--- src/rtl/meter_cmd_pkg.sv ---
// Purpose: shared constants for the panel meter command handler
// Assumes: frames arrive as ASCII characters with framing already stripped
// Notes: two-character fields are held as pairs of ASCII bytes
package meter_cmd_pkg;
    // main and sub request codes, as four ASCII characters
    localparam logic [31:0] CMD_OPER = 32'h3330_3035;
    localparam logic [31:0] CMD_ATTR = 32'h3035_3033;
    localparam logic [31:0] CMD_STAT = 32'h3036_3031;
    localparam logic [31:0] CMD_READ = 32'h3031_3031;
    localparam logic [31:0] CMD_ECHO = 32'h3038_3031;
    // instruction codes and related information
    localparam logic [15:0] INS_WRITE = 16'h3030;
    localparam logic [15:0] INS_AREA2 = 16'h3037;
    localparam logic [15:0] INS_PROTECT = 16'h3038;
    localparam logic [15:0] REL_00 = 16'h3030;
    localparam logic [15:0] REL_01 = 16'h3031;
    // readonly_variable_type read of address 0000, bit 00, one element
    localparam logic [95:0] VER_ARGS = 96'h4330_3030_3030_3030_3030_3031;
    // response codes
    localparam logic [15:0] RC_OK = 16'h0000;
    localparam logic [15:0] RC_TOO_LONG = 16'h1001;
    localparam logic [15:0] RC_NVM_FAULT = 16'h2203;
    localparam logic [15:0] RC_REJECT = 16'h2203;
    localparam logic [15:0] RC_UNSUP = 16'h0401;
    // frame lengths in characters
    localparam logic [7:0] LEN_HDR = 8'h04;
    localparam logic [7:0] LEN_OPER = 8'h08;
    localparam logic [7:0] LEN_VER = 8'h10;
    localparam logic [7:0] LEN_ECHO_MAX = 8'h5B;
    localparam logic [7:0] LEN_RESP_BASE = 8'h08;
    localparam logic [7:0] LEN_ATTR_DATA = 8'h0E;
    localparam logic [7:0] LEN_STAT_DATA = 8'h04;
    localparam logic [7:0] LEN_VER_DATA = 8'h08;
    // attribute fields
    localparam logic [15:0] BUF_SIZE_CODE = 16'h0068;
    localparam logic [7:0] MODEL_FIELD = 8'h0A;
    localparam logic [7:0] BLANK = 8'h20;
    // model name is arbitrary, left aligned, MODEL_LEN bytes used
    localparam logic [79:0] MODEL_NAME = 80'h504D_2D44_454D_4F00_0000;
    localparam logic [7:0] MODEL_LEN = 8'h07;
    localparam logic [31:0] VERSION = 32'h0000_0100;
    // lockout value that forbids the move to the second area
    localparam logic [1:0] LOCK_NO_INIT = 2'h2;
    // related information reported as unknown
    localparam logic [7:0] REL_UNKNOWN = 8'hFF;
    // receive store
    localparam int MEM_DEPTH = 128;
    localparam int MEM_AW = 7;
    localparam logic [7:0] MEM_LIMIT = 8'h80;
    typedef enum logic [2:0] {K_OPER, K_ATTR, K_STAT, K_VER, K_ECHO, K_BAD} kind_t;
    typedef enum logic [2:0] {S_RECV, S_EXEC, S_FETCH, S_LOAD, S_WAIT} state_t;
endpackage

--- src/rtl/echo_buffer.sv ---
// Purpose: byte store for received command characters
// Assumes: one write and one read port on the same clock
// Notes: read data is registered, one cycle after the address
`timescale 1ns/1ps
module echo_buffer (
    // clock and reset
    input wire logic clk,
    input wire logic reset,
    // write side
    input wire logic wrEn,
    input wire logic [meter_cmd_pkg::MEM_AW-1:0] wrAddr,
    input wire logic [7:0] wrData,
    // read side
    input wire logic [meter_cmd_pkg::MEM_AW-1:0] rdAddr,
    output logic [7:0] rdData
);
    import meter_cmd_pkg::*;
    logic [7:0] mem [0:MEM_DEPTH-1];

    // array has no reset, stale bytes are never read past the frame length
    always_ff @(posedge clk) begin
        if (wrEn) begin
            mem[wrAddr] <= wrData;
        end
    end

    // registered read port
    always_ff @(posedge clk) begin
        if (reset) begin
            rdData <= 8'h00;
        end else begin
            rdData <= mem[rdAddr];
        end
    end
endmodule

--- src/rtl/panel_meter_command_handler.sv ---
// Purpose: decodes host link frames and builds the response character stream
// Assumes: framing stripped upstream; all inputs come from logic on clk
// Notes: one frame is handled at a time, reception stalls while answering
`timescale 1ns/1ps
module panel_meter_command_handler (
    // clock and reset
    input wire logic clk,
    input wire logic reset,
    // command characters
    input wire logic rxValid,
    input wire logic [7:0] rxData,
    input wire logic rxLast,
    output logic rxReady,
    // response characters
    output logic txValid,
    output logic [7:0] txData,
    output logic txLast,
    input wire logic txReady,
    // meter state
    input wire logic [1:0] initLockout,
    input wire logic nvmFault,
    input wire logic measureSuspended,
    input wire logic noMeasuredValue,
    input wire logic inputAnomaly,
    input wire logic displayRangeOver,
    input wire logic [7:0] relatedInfo,
    // mode outputs
    output logic areaSecond,
    output logic protectLevel,
    output logic writeEnable
);
    import meter_cmd_pkg::*;
    state_t state_r;
    kind_t kind_r, kindNxt;
    logic [7:0] hdr_r [0:15];
    logic [7:0] rxCount_r, idx_r, respLen_r, respLenNxt, d;
    logic [15:0] rc_r, rcNxt, rcSh;
    logic [31:0] cmd, verSh;
    logic [15:0] ins, rel, bufSh;
    logic [79:0] nameSh;
    logic moveArea, moveProt, setWr, wrVal, opStat_r, sendLast;
    logic [7:0] relInfo_r, charNext, memRd;
    logic [MEM_AW-1:0] rdAddr;
    logic memWr;

    function automatic logic [7:0] hexChar(input logic [3:0] n);
        return (n < 4'hA) ? (8'h30 + {4'h0, n}) : (8'h37 + {4'h0, n});
    endfunction

    assign memWr = rxValid && rxReady && (rxCount_r < MEM_LIMIT);
    assign rdAddr = idx_r[MEM_AW-1:0] - 7'h04; // echo data sits after the header
    assign sendLast = (idx_r == respLen_r - 8'h01);

    echo_buffer u_buf (
        .clk(clk),
        .reset(reset),
        .wrEn(memWr),
        .wrAddr(rxCount_r[MEM_AW-1:0]),
        .wrData(rxData),
        .rdAddr(rdAddr),
        .rdData(memRd)
    );

    // header capture and length count; count saturates so long frames stay long
    always_ff @(posedge clk) begin
        if (reset) begin
            rxCount_r <= 8'h00;
            for (int i = 0; i < 16; i++) begin
                hdr_r[i] <= 8'h00;
            end
        end else if (rxValid && rxReady) begin
            if (rxCount_r < 8'h10) begin
                hdr_r[rxCount_r[3:0]] <= rxData;
            end
            if (rxCount_r != 8'hFF) begin
                rxCount_r <= rxCount_r + 8'h01;
            end
        end else if (state_r == S_WAIT && txReady && sendLast) begin
            rxCount_r <= 8'h00;
        end
    end

    // decode of a complete frame
    always_comb begin
        cmd = {hdr_r[0], hdr_r[1], hdr_r[2], hdr_r[3]};
        ins = {hdr_r[4], hdr_r[5]};
        rel = {hdr_r[6], hdr_r[7]};
        kindNxt = K_BAD;
        rcNxt = RC_UNSUP;
        moveArea = 1'b0;
        moveProt = 1'b0;
        setWr = 1'b0;
        wrVal = (rel == REL_01);
        if (rxCount_r >= LEN_HDR) begin
            case (cmd)
                CMD_OPER: begin
                    kindNxt = K_OPER;
                    if (rxCount_r > LEN_OPER) begin
                        rcNxt = RC_TOO_LONG;
                    end else if (rxCount_r < LEN_OPER) begin
                        rcNxt = RC_UNSUP;
                    end else if (ins == INS_WRITE && (rel == REL_00 || rel == REL_01)) begin
                        setWr = 1'b1;
                        rcNxt = RC_OK;
                    end else if (ins == INS_AREA2 && rel == REL_00) begin
                        if (!writeEnable) begin
                            rcNxt = RC_REJECT;
                        end else if (areaSecond) begin
                            rcNxt = RC_OK;
                        end else if (initLockout == LOCK_NO_INIT) begin
                            rcNxt = RC_REJECT;
                        end else begin
                            moveArea = 1'b1;
                            rcNxt = RC_OK;
                        end
                    end else if (ins == INS_PROTECT && rel == REL_00) begin
                        if (!writeEnable) begin
                            rcNxt = RC_REJECT;
                        end else if (areaSecond) begin
                            rcNxt = RC_REJECT;
                        end else begin
                            moveProt = 1'b1;
                            rcNxt = RC_OK;
                        end
                    end
                end
                CMD_ATTR, CMD_STAT: begin
                    kindNxt = (cmd == CMD_ATTR) ? K_ATTR : K_STAT;
                    rcNxt = (rxCount_r > LEN_HDR) ? RC_TOO_LONG : (nvmFault ? RC_NVM_FAULT : RC_OK);
                end
                CMD_READ: begin
                    if (rxCount_r > LEN_VER) begin
                        kindNxt = K_VER;
                        rcNxt = RC_TOO_LONG;
                    end else if (rxCount_r == LEN_VER &&
                                 {ins, rel, hdr_r[8], hdr_r[9], hdr_r[10], hdr_r[11],
                                  hdr_r[12], hdr_r[13], hdr_r[14], hdr_r[15]} == VER_ARGS) begin
                        kindNxt = K_VER;
                        rcNxt = RC_OK;
                    end
                end
                CMD_ECHO: begin
                    kindNxt = K_ECHO;
                    rcNxt = (rxCount_r > LEN_ECHO_MAX) ? RC_TOO_LONG : (nvmFault ? RC_NVM_FAULT : RC_OK);
                end
                default: begin
                    kindNxt = K_BAD;
                end
            endcase
        end
        respLenNxt = LEN_RESP_BASE;
        if (rcNxt == RC_OK) begin
            case (kindNxt)
                K_ATTR: respLenNxt = LEN_RESP_BASE + LEN_ATTR_DATA;
                K_STAT: respLenNxt = LEN_RESP_BASE + LEN_STAT_DATA;
                K_VER: respLenNxt = LEN_RESP_BASE + LEN_VER_DATA;
                K_ECHO: respLenNxt = LEN_RESP_BASE + rxCount_r - LEN_HDR;
                default: respLenNxt = LEN_RESP_BASE;
            endcase
        end
    end

    // setting area, protect level and write permission
    always_ff @(posedge clk) begin
        if (reset) begin
            areaSecond <= 1'b0;
            protectLevel <= 1'b0;
            writeEnable <= 1'b0;
        end else if (state_r == S_EXEC) begin
            if (moveArea) begin
                areaSecond <= 1'b1;
                protectLevel <= 1'b0;
            end
            if (moveProt) begin
                protectLevel <= 1'b1;
            end
            if (setWr) begin
                writeEnable <= wrVal;
            end
        end
    end

    // answer fields frozen at decode so the stream stays consistent
    always_ff @(posedge clk) begin
        if (reset) begin
            kind_r <= K_BAD;
            rc_r <= RC_OK;
            respLen_r <= LEN_RESP_BASE;
            opStat_r <= 1'b0;
            relInfo_r <= 8'h00;
        end else if (state_r == S_EXEC) begin
            kind_r <= kindNxt;
            rc_r <= rcNxt;
            respLen_r <= respLenNxt;
            opStat_r <= measureSuspended || noMeasuredValue || inputAnomaly || displayRangeOver;
            relInfo_r <= areaSecond ? REL_UNKNOWN : relatedInfo;
        end
    end

    // character for the current response position
    always_comb begin
        d = idx_r - LEN_RESP_BASE;
        rcSh = rc_r << {idx_r[1:0], 2'b00};
        verSh = VERSION << {d[2:0], 2'b00};
        nameSh = MODEL_NAME << {d[3:0], 3'b000};
        bufSh = BUF_SIZE_CODE << {d[1:0] - 2'h2, 2'b00};
        charNext = BLANK;
        if (idx_r < LEN_HDR) begin
            charNext = hdr_r[idx_r[1:0]];
        end else if (idx_r < LEN_RESP_BASE) begin
            charNext = hexChar(rcSh[15:12]);
        end else begin
            case (kind_r)
                K_ATTR: begin
                    if (d < MODEL_FIELD) begin
                        charNext = (d < MODEL_LEN) ? nameSh[79:72] : BLANK;
                    end else begin
                        charNext = hexChar(bufSh[15:12]);
                    end
                end
                K_STAT: begin
                    case (d[1:0])
                        2'h0: charNext = 8'h30;
                        2'h1: charNext = opStat_r ? 8'h31 : 8'h30;
                        2'h2: charNext = hexChar(relInfo_r[7:4]);
                        default: charNext = hexChar(relInfo_r[3:0]);
                    endcase
                end
                K_VER: charNext = hexChar(verSh[31:28]);
                K_ECHO: charNext = memRd;
                default: charNext = BLANK;
            endcase
        end
    end

    // sequencing: one fetch cycle per character lets the buffer read settle
    always_ff @(posedge clk) begin
        if (reset) begin
            state_r <= S_RECV;
            rxReady <= 1'b1;
            idx_r <= 8'h00;
            txValid <= 1'b0;
            txData <= 8'h00;
            txLast <= 1'b0;
        end else begin
            case (state_r)
                S_RECV: begin
                    if (rxValid && rxReady && rxLast) begin
                        rxReady <= 1'b0;
                        state_r <= S_EXEC;
                    end
                end
                S_EXEC: begin
                    idx_r <= 8'h00;
                    state_r <= S_FETCH;
                end
                S_FETCH: state_r <= S_LOAD;
                S_LOAD: begin
                    txValid <= 1'b1;
                    txData <= charNext;
                    txLast <= sendLast;
                    state_r <= S_WAIT;
                end
                S_WAIT: begin
                    if (txReady) begin
                        txValid <= 1'b0;
                        txLast <= 1'b0;
                        if (sendLast) begin
                            rxReady <= 1'b1;
                            state_r <= S_RECV;
                        end else begin
                            idx_r <= idx_r + 8'h01;
                            state_r <= S_FETCH;
                        end
                    end
                end
                default: state_r <= S_RECV;
            endcase
        end
    end
endmodule

--- config.mk ---
export PLATFORM = sky130hd
export DESIGN_NAME = panel_meter_command_handler
export DESIGN_NICKNAME = d
export VERILOG_FILES = /design/src/rtl/meter_cmd_pkg.sv /design/src/rtl/echo_buffer.sv /design/src/rtl/panel_meter_command_handler.sv
export SDC_FILE = /design/constraint.sdc
export NUM_CORES = 1
export LEC_CHECK = 0
export ABC_CLOCK_PERIOD_IN_PS = 7500
export BUFFER_PORTS_ARGS = -buffer_cell sky130_fd_sc_hd__buf_2
export CORE_ASPECT_RATIO = 1.75
export CORE_MARGIN = 8
export CORE_UTILIZATION = 41
export CTS_BUF_LIST = sky130_fd_sc_hd__clkbuf_2
export DETAILED_ROUTE_END_ITERATION = 10
export PLACE_DENSITY = 0.54
export SYNTH_ARGS = -nofsm -noshare
export SYNTH_HDL_FRONTEND = slang
export SYNTH_SLANG_ARGS = --single-unit
--- constraint.sdc ---
create_clock -name clk -period 7.5 [get_ports clk]
set_input_delay 1.125 -clock clk [delete_from_list [all_inputs] [get_ports clk]]
set_output_delay 1.125 -clock clk [all_outputs]
set_load 0.02 [all_outputs]
# After elaboration in Yosys (flattened, before gate mapping)
# Memory sizes are Yosys's and may differ from the RTL's. A register that Yosys moved wholly into a read port is not among the register bits.
# Index checks and enable logic that the tools add are counted.
[totals]
word_cells = 213
output_inout_bits = 14
memories = 2
input_bits = 28
latchBits = 0
register_bits = 69
rom_bits = 0
ram_bits = 1152
[classes]
shift = 4
mux = 92
n_reduce_logical = 31
addsub = 18
order_cmp = 17
n_div = 0
bitwise = 0
n_mul = 0
eq_ne = 34
[memory_table]
columns = ["name", "words", "width", "read_ports", "rd_ports_with_merged_regs", "write_ports", "line", "text"]
rows = [
  ["u_buf.mem", 128, 8, 1, 1, 1, "echo_buffer.sv:18", "logic [7:0] mem [0:MEM_DEPTH-1];"],
  ["hdr_r", 16, 8, 17, 1, 16, "panel_meter_command_handler.sv:35", "logic [7:0] hdr_r [0:15];"],
]
[ops]
columns = ["op", "count"]
rows = [
  ["$eq A32 B30 Y1 const B", 5],
  ["$mux W14", 8],
  ["$eq A96 B95 Y1 const B", 1],
  ["$mux W16", 6],
  ["$mux W8", 12],
  ["$eq A16 B14 Y1 const B", 5],
  ["$shl A79 B7 Y80 const A", 1],
  ["$add A6 B4 Y7 const A", 10],
  ["$pmux W16 S4", 1],
  ["$pmux W8 S4", 2],
  ["$mux W1", 39],
  ["$mux W7", 5],
  ["$shl A9 B5 Y32 const A", 1],
  ["$lt A8 B4 Y1 const B", 3],
  ["$pmux W7 S3", 1],
  ["$lt A4 B4 Y1 const B", 5],
  ["$eq A3 B2 Y1 const B", 6],
  ["$add A8 B1 Y8 const B", 2],
  ["$logic_not A16 Y1", 1],
  ["$lt A8 B3 Y1 const B", 2],
  ["$pmux W8 S2", 1],
  ["$shl A16 B4 Y16", 1],
  ["$shl A7 B4 Y16 const A", 1],
  ["$mux W3", 5],
  ["39 further kinds", 72],
]

# Logic depth before layout (Yosys ltp)
# Gate-level depths: netlist (run 1).
[depth]
ltp_word = 12
ltp_mapped = 12
mapped_depth_nobuf = 9

# Hierarchy
# From an unflattened synthesis (run 1), not the netlist that was laid out.
[hier_totals]
hier_cells = 2992
area_unflattened_um2 = 50424.6
[modules_own_cells]
columns = ["mod", "seq_area_each_um2", "area_each_um2", "instances", "cells_each"]
rows = [
  ["echo_buffer", 30909.6, 40545.1, 1, 2037],
  ["panel_meter_command_handler", 5024.8, 9879.5, 1, 955],
]

# Least setup slack after synthesis (run 1)
# No wires, ideal clock.
[synth_path]
kind = "reg2reg"
startpoint = "register idx_r[2]"
endpoint = "register u_buf.rdData[0] (read register of u_buf.mem)"
required_ns = 7.366
synth_period_minus_slack_ns = 3.252
n_path_buf = 4
path_slack_ns = 4.248
t_arrival_ns = 3.118
stages_incl_launch_ff = 11
setup_ns = 0.134
path_cell_list = "dfxtp_1 -> clkbuf_1 -> buf_1 -> inv_1 -> ha_1 -> clkbuf_1 -> clkbuf_1 -> mux4_2 -> nand2_1 -> a21oi_1 -> or4_1"
[synth_via]
elab_chain_len = 1
[synth_lines]
columns = ["item", "line", "text"]
rows = [
  ["from (decl)", "panel_meter_command_handler.sv:36", "logic [7:0] rxCount_r, idx_r, respLen_r, respLenNxt, d;"],
  ["from (signal assigned)", "panel_meter_command_handler.sv:272", "idx_r <= idx_r + 8'h01;"],
  ["$sub A7 B3 Y7", "panel_meter_command_handler.sv:51", "assign rdAddr = idx_r[MEM_AW-1:0] - 7'h04;"],
  ["to (decl)", "echo_buffer.sv:15", "output logic [7:0] rdData"],
]
# Every way passes these cells.
# A chain may end at the register's enable or synchronous reset.

# Worst setup path after layout (run 1)
[layout_path]
startpoint = "register idx_r[2]"
endpoint = "register u_buf.rdData[3] (read register of u_buf.mem)"
# The elaborated chain is that of the path after synthesis.

==> impl_results.md, run 1 <==
- Status: completed
- Mapped Nets: 2732
- DRT Wirelength: 132000 um
- Synthesis-to-finish area growth: 8.88%
- Placed instance count: 4145
- Die Y: 476 um
- Initial core utilization: 0.412
- CP arrival: 5210 ps
- DRC: 0
- Final TNS setup: 0 ps
- Post-Syn Instances: 2680
- Clk pin slew, worst setup/hold paths: 100 ps
- Initial antenna violation count: 4
- Ports: 42
- Ys Warns: 0
- Rows: 169
- Die footprint: 133000 sq um
- Max H-tree Level: 5
- Max-slew headroom: 0.296
- WP buf/inv: 2
- Max-Cap Viols: 0
- Dpl hpwl: 85600 um
- Worst Path Max Fanout: 64
- Max-slew violations: 0
- Pin count of the biggest net entering global routing: 138
- PD cells: 219 nW/um^2
- Peak Freq: 261 MHz
- Global Route Usage Sum: 0.199
- Worst path top cell family by delay: buffers and inverters
- Post-synth top flop: edfxtp_1
- Peak VDD IR: 0.129 mV
- Synth cell types: 69
- Fin. Hold Viols: 0
- Layout cells sized above 1: 0.279
- Mean routed wirelength per cell: 28.4 um
- First-pass GRT wire length: 194000 um
- Leak: 17.0 nW
- Worst path slowest cell: dfxtp_4
- Final min period: 3830 ps
- Required @ worst endpoint: 8870 ps
- Sink Count: 1219
- RSZ-0062 raised after global routing: false
- Ranking of synthesized cells by area: edfxtp_1 (70%), mux4_2 (15%), dfxtp_1 (2.7%)
- Area leader, netlist: edfxtp_1
- HP Class: in -> reg
- Number of CTS-inserted buffers: 288
- Bufs on Longest Clock Path: 4
- Buffers on Ports: 41
- Drt pass-1 iters: 5
- Top-area cell type share of the netlist area: 0.697
- Worst-Margin Slew: 1050 ps
- Multi-input logic area: 12900 sq um
- Filler Cell Count: 10500
- Mapped Area: 49600 sq um
- Worst Setup End Kind: flip-flop
- Worst skew pair latency: 1500 ps
- Synth async-reset ratio: 0
- Detailed Route Iter0 Violations: 2147
- Core box area: 121000 sq um
- Die width: 279 um
- Critical-path cell list: inv_1, ha_4, buf_4, mux4_2, nand2_1, a21oi_1, or4_1
- Grt ovf: 0
- Vias in the first global route: 28400
- Setup Crit Path Kind: reg -> reg
- Final setup violation count: 0
- GP Congestion: 0.860
- Via count: 26300
- CP Launch Type: flip-flop
- Worst path max stage delay: 880 ps
- Synth Register Bits: 1219
- Register area share after synthesis: 0.725
- Reg area: 35900 sq um
- Final Skew: 123 ps
- Layout Nets: 2973
- Post-DRT Antenna Nets: 0
- Non-filler cells in the finished layout: 4647
- Root Driver: clkbuf_2
- Avg Inst Size Synth: 18.5 sq um
- Number of enable flip-flop cells after synthesis: 1152
- DR vias/cell: 5.65
- CTS tree: done
- Final Cycle Share: 0.511
[repair_timing]
action	CTS	global route
hold buffers	25	0
gates resized for setup	0	0
hold endpoints to repair	250	0
buffers inserted	0	0
[final timing paths]
| kind | start | endpoint | slack [ps] | cells after the start |
|---|---|---|---|---|
| min reg2reg | opStat_r | opStat_r | 460 | 2 |
| max reg2reg | idx_r[2] | u_buf.rdData[3] | 3670 | 7 |
| min | relatedInfo[3] | relInfo_r[3] | 450 | 4 |
| max | idx_r[2] | u_buf.rdData[3] | 3670 | 7 |
[stage by stage]
step	setup slack [ps]	utilization	hold slack, ps	area (sq um)	total power [mW]
floorplan	4250	-	428	49600	7.77
global placement	3600	0.427	452	51400	7.96
detailed placement	3590	0.427	455	51400	7.97
CTS	3600	0.448	132	54000	12.0
global route	3470	0.448	266	54000	12.3
finish	3670	0.448	449	54000	11.8
[state kept, by name, indices dropped and copies added, names as in the netlist, named ones only]
register	count
u_buf.mem	1024
hdr_r	128
idx_r	8
relInfo_r	8
respLen_r	8
rxCount_r	8
txData	8
u_buf.rdData	8
rc_r	4
kind_r	3
state_r	3
areaSecond	1
opStat_r	1
protectLevel	1
rxReady	1
txLast	1
txValid	1
writeEnable	1
[routing by layer]
metal / share of wire / GRT usage
met1: 0.35 / 0.214
met2: 0.56 / 0.374
met3: 0.046 / 0.0374
met4: 0.044 / 0.0919
met5: 0 / 0
[synthesized netlist by cell type, drive strengths merged, types with 6 or more instances]
cell / count
edfxtp: 1152
mux4: 328
nor2: 186
nand2: 148
and2: 128
clkbuf: 108
dfxtp: 67
a21oi: 66
nor3: 43
buf: 42
o21ai: 36
and3: 32
nor4: 28
nand3: 26
ha: 24
inv: 23
or2: 17
xnor2: 17
nor4bb: 16
nand4: 15
nand2b: 13
or3: 13
or4: 13
nor4b: 12
nor2b: 11
a211oi: 10
xor2: 10
a31oi: 9
a22o: 6
[final cells by class]
type / instances / share of cell area
antenna: 2 / 0.0000927
timing repair buffer: 101 / 0.0144
multi-input combinational: 1287 / 0.240
clock buffer: 411 / 0.0381
clock inverter: 64 / 0.00484
sequential: 1219 / 0.666
tap: 1539 / 0.0357
inverter: 24 / 0.00167
[worst reg2reg max path, stage by stage, from the launching register on]
cell	delay, ps
dfxtp_4	880
inv_1	340
ha_4	350
buf_4	710
mux4_2	530
nand2_1	120
a21oi_1	210
or4_1	580
[cells by family (layout without fill, tap and decap cells)]
kind of cell	count (synthesis)	in the layout	share of synthesized area
and+or+nand+nor	721	721	0.0762
DFF	1219	1219	0.725
adders and majority gates	24	24	0.00605
buffers and inverters	174	600	0.0154
muxes	332	332	0.150
other	0	2	0
xor gates and xnor gates	27	27	0.00477
AOI/OAI and AO/OA	183	183	0.0233
[layout by cell type, fill, tap and decap left out, drive strengths merged, types with 15 or more instances in the layout]
cell type,synthesis,routed
inv,23,31
dlygate4sd3,0,25
a21oi,66,66
clkinv,1,57
o21ai,36,36
mux4,328,328
nor4bb,16,16
and2,128,128
clkbuf,108,411
dfxtp,67,67
nand2,148,148
or2,17,17
and3,32,32
buf,42,76
nor4,28,28
edfxtp,1152,1152
xnor2,17,17
nand3,26,26
ha,24,24
nand4,15,15
nor3,43,43
nor2,186,186
[report_power, final]
group          switching [mW]  internal, mW
Sequential             0.0347          7.47
Combinational           0.237        0.0756
Clock                    2.54          1.46
No activity file was read; power rests on OpenSTA's default activity.
==> run 2, diff against run 1 <==
--- a/config.mk
+++ b/config.mk
@@ -5,7 +5,7 @@
 export SDC_FILE = /design/constraint.sdc
 export NUM_CORES = 1
 export LEC_CHECK = 0
-export ABC_CLOCK_PERIOD_IN_PS = 7500
+export ABC_CLOCK_PERIOD_IN_PS = 3720
 export BUFFER_PORTS_ARGS = -buffer_cell sky130_fd_sc_hd__buf_2
 export CORE_ASPECT_RATIO = 1.75
 export CORE_MARGIN = 8
==> constraint.sdc (replaced) <==
create_clock -name clk -period 3.72 [get_ports clk]
set_input_delay 0.558 -clock clk [delete_from_list [all_inputs] [get_ports clk]]
set_output_delay 0.558 -clock clk [all_outputs]
set_load 0.02 [all_outputs]
==> impl_results.md, run 2 (synthesis gave the netlist of run 1 again) <==
- HP Class: in -> reg
- Commonest cells after routing, fill and taps aside: edfxtp_1 (1152), clkbuf_2 (397), mux4_2 (328), nor2_1 (186), buf_4 (182)
- Commonest non-fill, non-tap cell in the layout: edfxtp_1
- Sink Count: 1219 (unchanged)
- Final Skew: 134 ps (+11.6 ps)
- DR vias/cell: 5.63 (-0.45%)
- Number of CTS-inserted buffers: 288 (unchanged)
- DRC: 0 (unchanged)
- Detailed Route Iter0 Violations: 1874 (-13%)
- Max-Cap Viols: 0 (unchanged)
- Post-DRT Antenna Nets: 0 (unchanged)
- Vias in the first global route: 29600 (+4.1%)
- Die footprint: 133000 sq um (unchanged)
- Max reg flops: 1024 (unchanged)
- Die width: 279 um (unchanged)
- Peak Freq: 294 MHz (+13%)
- Layout cells sized above 1: 0.308 (+0.0282)
- CTS tree: done
- Final Cycle Share: 0.915 (+0.404)
- PD cells: 429 nW/um^2 (+96%)
- CP Launch Type: flip-flop
- Max H-tree Level: 5 (unchanged)
- Die Y: 476 um (unchanged)
- Core box area: 121000 sq um (unchanged)
- Mean routed wirelength per cell: 28.0 um (-1.6%)
- Largest regs: u_buf.mem x1024, hdr_r x128
- Leak: 18.2 nW (+6.8%)
- DRT Wirelength: 136000 um (+3.1%)
- Global Route Usage Sum: 0.204 (+0.00437)
- Peak VDD IR: 0.292 mV (+130%)
- Worst-Margin Slew: 1060 ps (+5.52 ps)
- Initial core utilization: 0.412 (unchanged)
- Max-slew headroom: 0.295 (-0.00109)
- Fin. Hold Viols: 0 (unchanged)
- Worst skew pair latency: 1560 ps (+60 ps)
- Initial antenna violation count: 5 (+1)
- Final TNS setup: 0 ps (unchanged)
- First-pass GRT wire length: 199000 um (+2.5%)
- Final min period: 3400 ps (-431 ps)
- Worst Path Max Fanout: 3 (-95%)
- Largest reg by FF count: u_buf.mem
- Clk pin slew, worst setup/hold paths: 120 ps (+20 ps)
- Rows: 169 (unchanged)
- Max-slew violations: 0 (unchanged)
- Bufs on Longest Clock Path: 4 (unchanged)
- GP Congestion: 0.862 (+0.22%)
- Layout Nets: 3182 (+7.0%)
- Pin count of the biggest net entering global routing: 81 (-41%)
- Buffers on Ports: 41 (unchanged)
- Ports: 42 (unchanged)
- Drt pass-1 iters: 5 (unchanged)
- Root Driver: clkbuf_2
- Tot Pwr: 24.1 mW (+100%)
- Required @ worst endpoint: 5060 ps (-3810 ps)
- Synthesis-to-finish area growth: 13.0%
- Via count: 27400 (+4.3%)
- CP arrival: 4740 ps (-470 ps)
- RSZ-0062 raised after global routing: false
- Dpl hpwl: 88900 um (+3.9%)
- Status: completed
- Worst Setup End Kind: flip-flop
- Setup Crit Path Kind: reg -> reg
- Grt ovf: 0 (unchanged)
- Final setup violation count: 0 (unchanged)
[run 2: changes by cell type in the layout (fill, tap and decap cells not counted), sizes merged]
cell and delta:
buf +169, dlygate4sd3 +40, inv -5, clkinv +21, bufinv +2, clkbuf -14
diode +7
[run 2: path summary, 6_finish.rpt]
check	start	to	slack, ps	cells after the start
worst max register to register	hdr_r[6][6]	protectLevel	320	8
worst min register to register	rc_r[9]	rc_r[9]	470	2
worst max-delay path	hdr_r[6][6]	protectLevel	320	8
worst min-delay path	rxData[1]	u_buf.mem[70][1]	210	2
[run 2: final cells by class]
cell class                      instances  area (sq um)
Timing Repair Buffer                  310          2780
Antenna cell                            9          22.5
Multi-Input combinational cell       1287         12900
Inverter                               24          90.1
Tap cell                             1539          1930
Clock buffer                          397          1990
Fill cell                           10400         64500
Sequential cell                      1219         35900
Clock inverter                         82           383
[run 2: metrics by stage]
step                       util  hold WS, ps  area, sq um  std cells  worst slack, ps
final                     0.465          208        56100       4867              317
after global routing      0.465         55.2        56100       4866              184
after CTS                 0.465         4.90        56000       4858              433
after detailed placement  0.439          457        52900       4310              461
after global placement    0.439          449        52900       4310              471
after floorplan               -          428        49600       2680              468
[run 2: critical path, cell delays in order, from the launching register on]
cell	delay, ps
edfxtp_1	380
nor4bb_1	330
nand4_1	180
nor3_1	690
nand4_1	240
or4_1	550
dlygate4sd3_1	590
a21oi_1	200
nor2_1	70
[run 2: where the power goes]
part | switching [mW] | leakage [nW] | total, mW | internal, mW
Clock | 5.20 | 1.85 | 8.21 | 3.01
Sequential | 0.0734 | 11.1 | 15.1 | 15.1
Combinational | 0.506 | 5.25 | 0.731 | 0.225
Total | 5.78 | 18.2 | 24.1 | 18.3
[run 2: repair_timing]
action / 4_1_cts / 5_1_grt
resized for setup: 0 / 0
hold endpoints to repair: 1358 / 0
buffers inserted: 0 / 0
hold buffers: 69 / 0
[run 2: per-layer routing]
layer / wire length, um / up-vias / global-route usage
met3: 5300 / 255 / 0.0360
li1: - / 11900 / -
met2: 78000 / 895 / 0.392
met1: 47800 / 14400 / 0.215
met4: 5090 / 0 / 0.0862
met5: 0 / - / 0
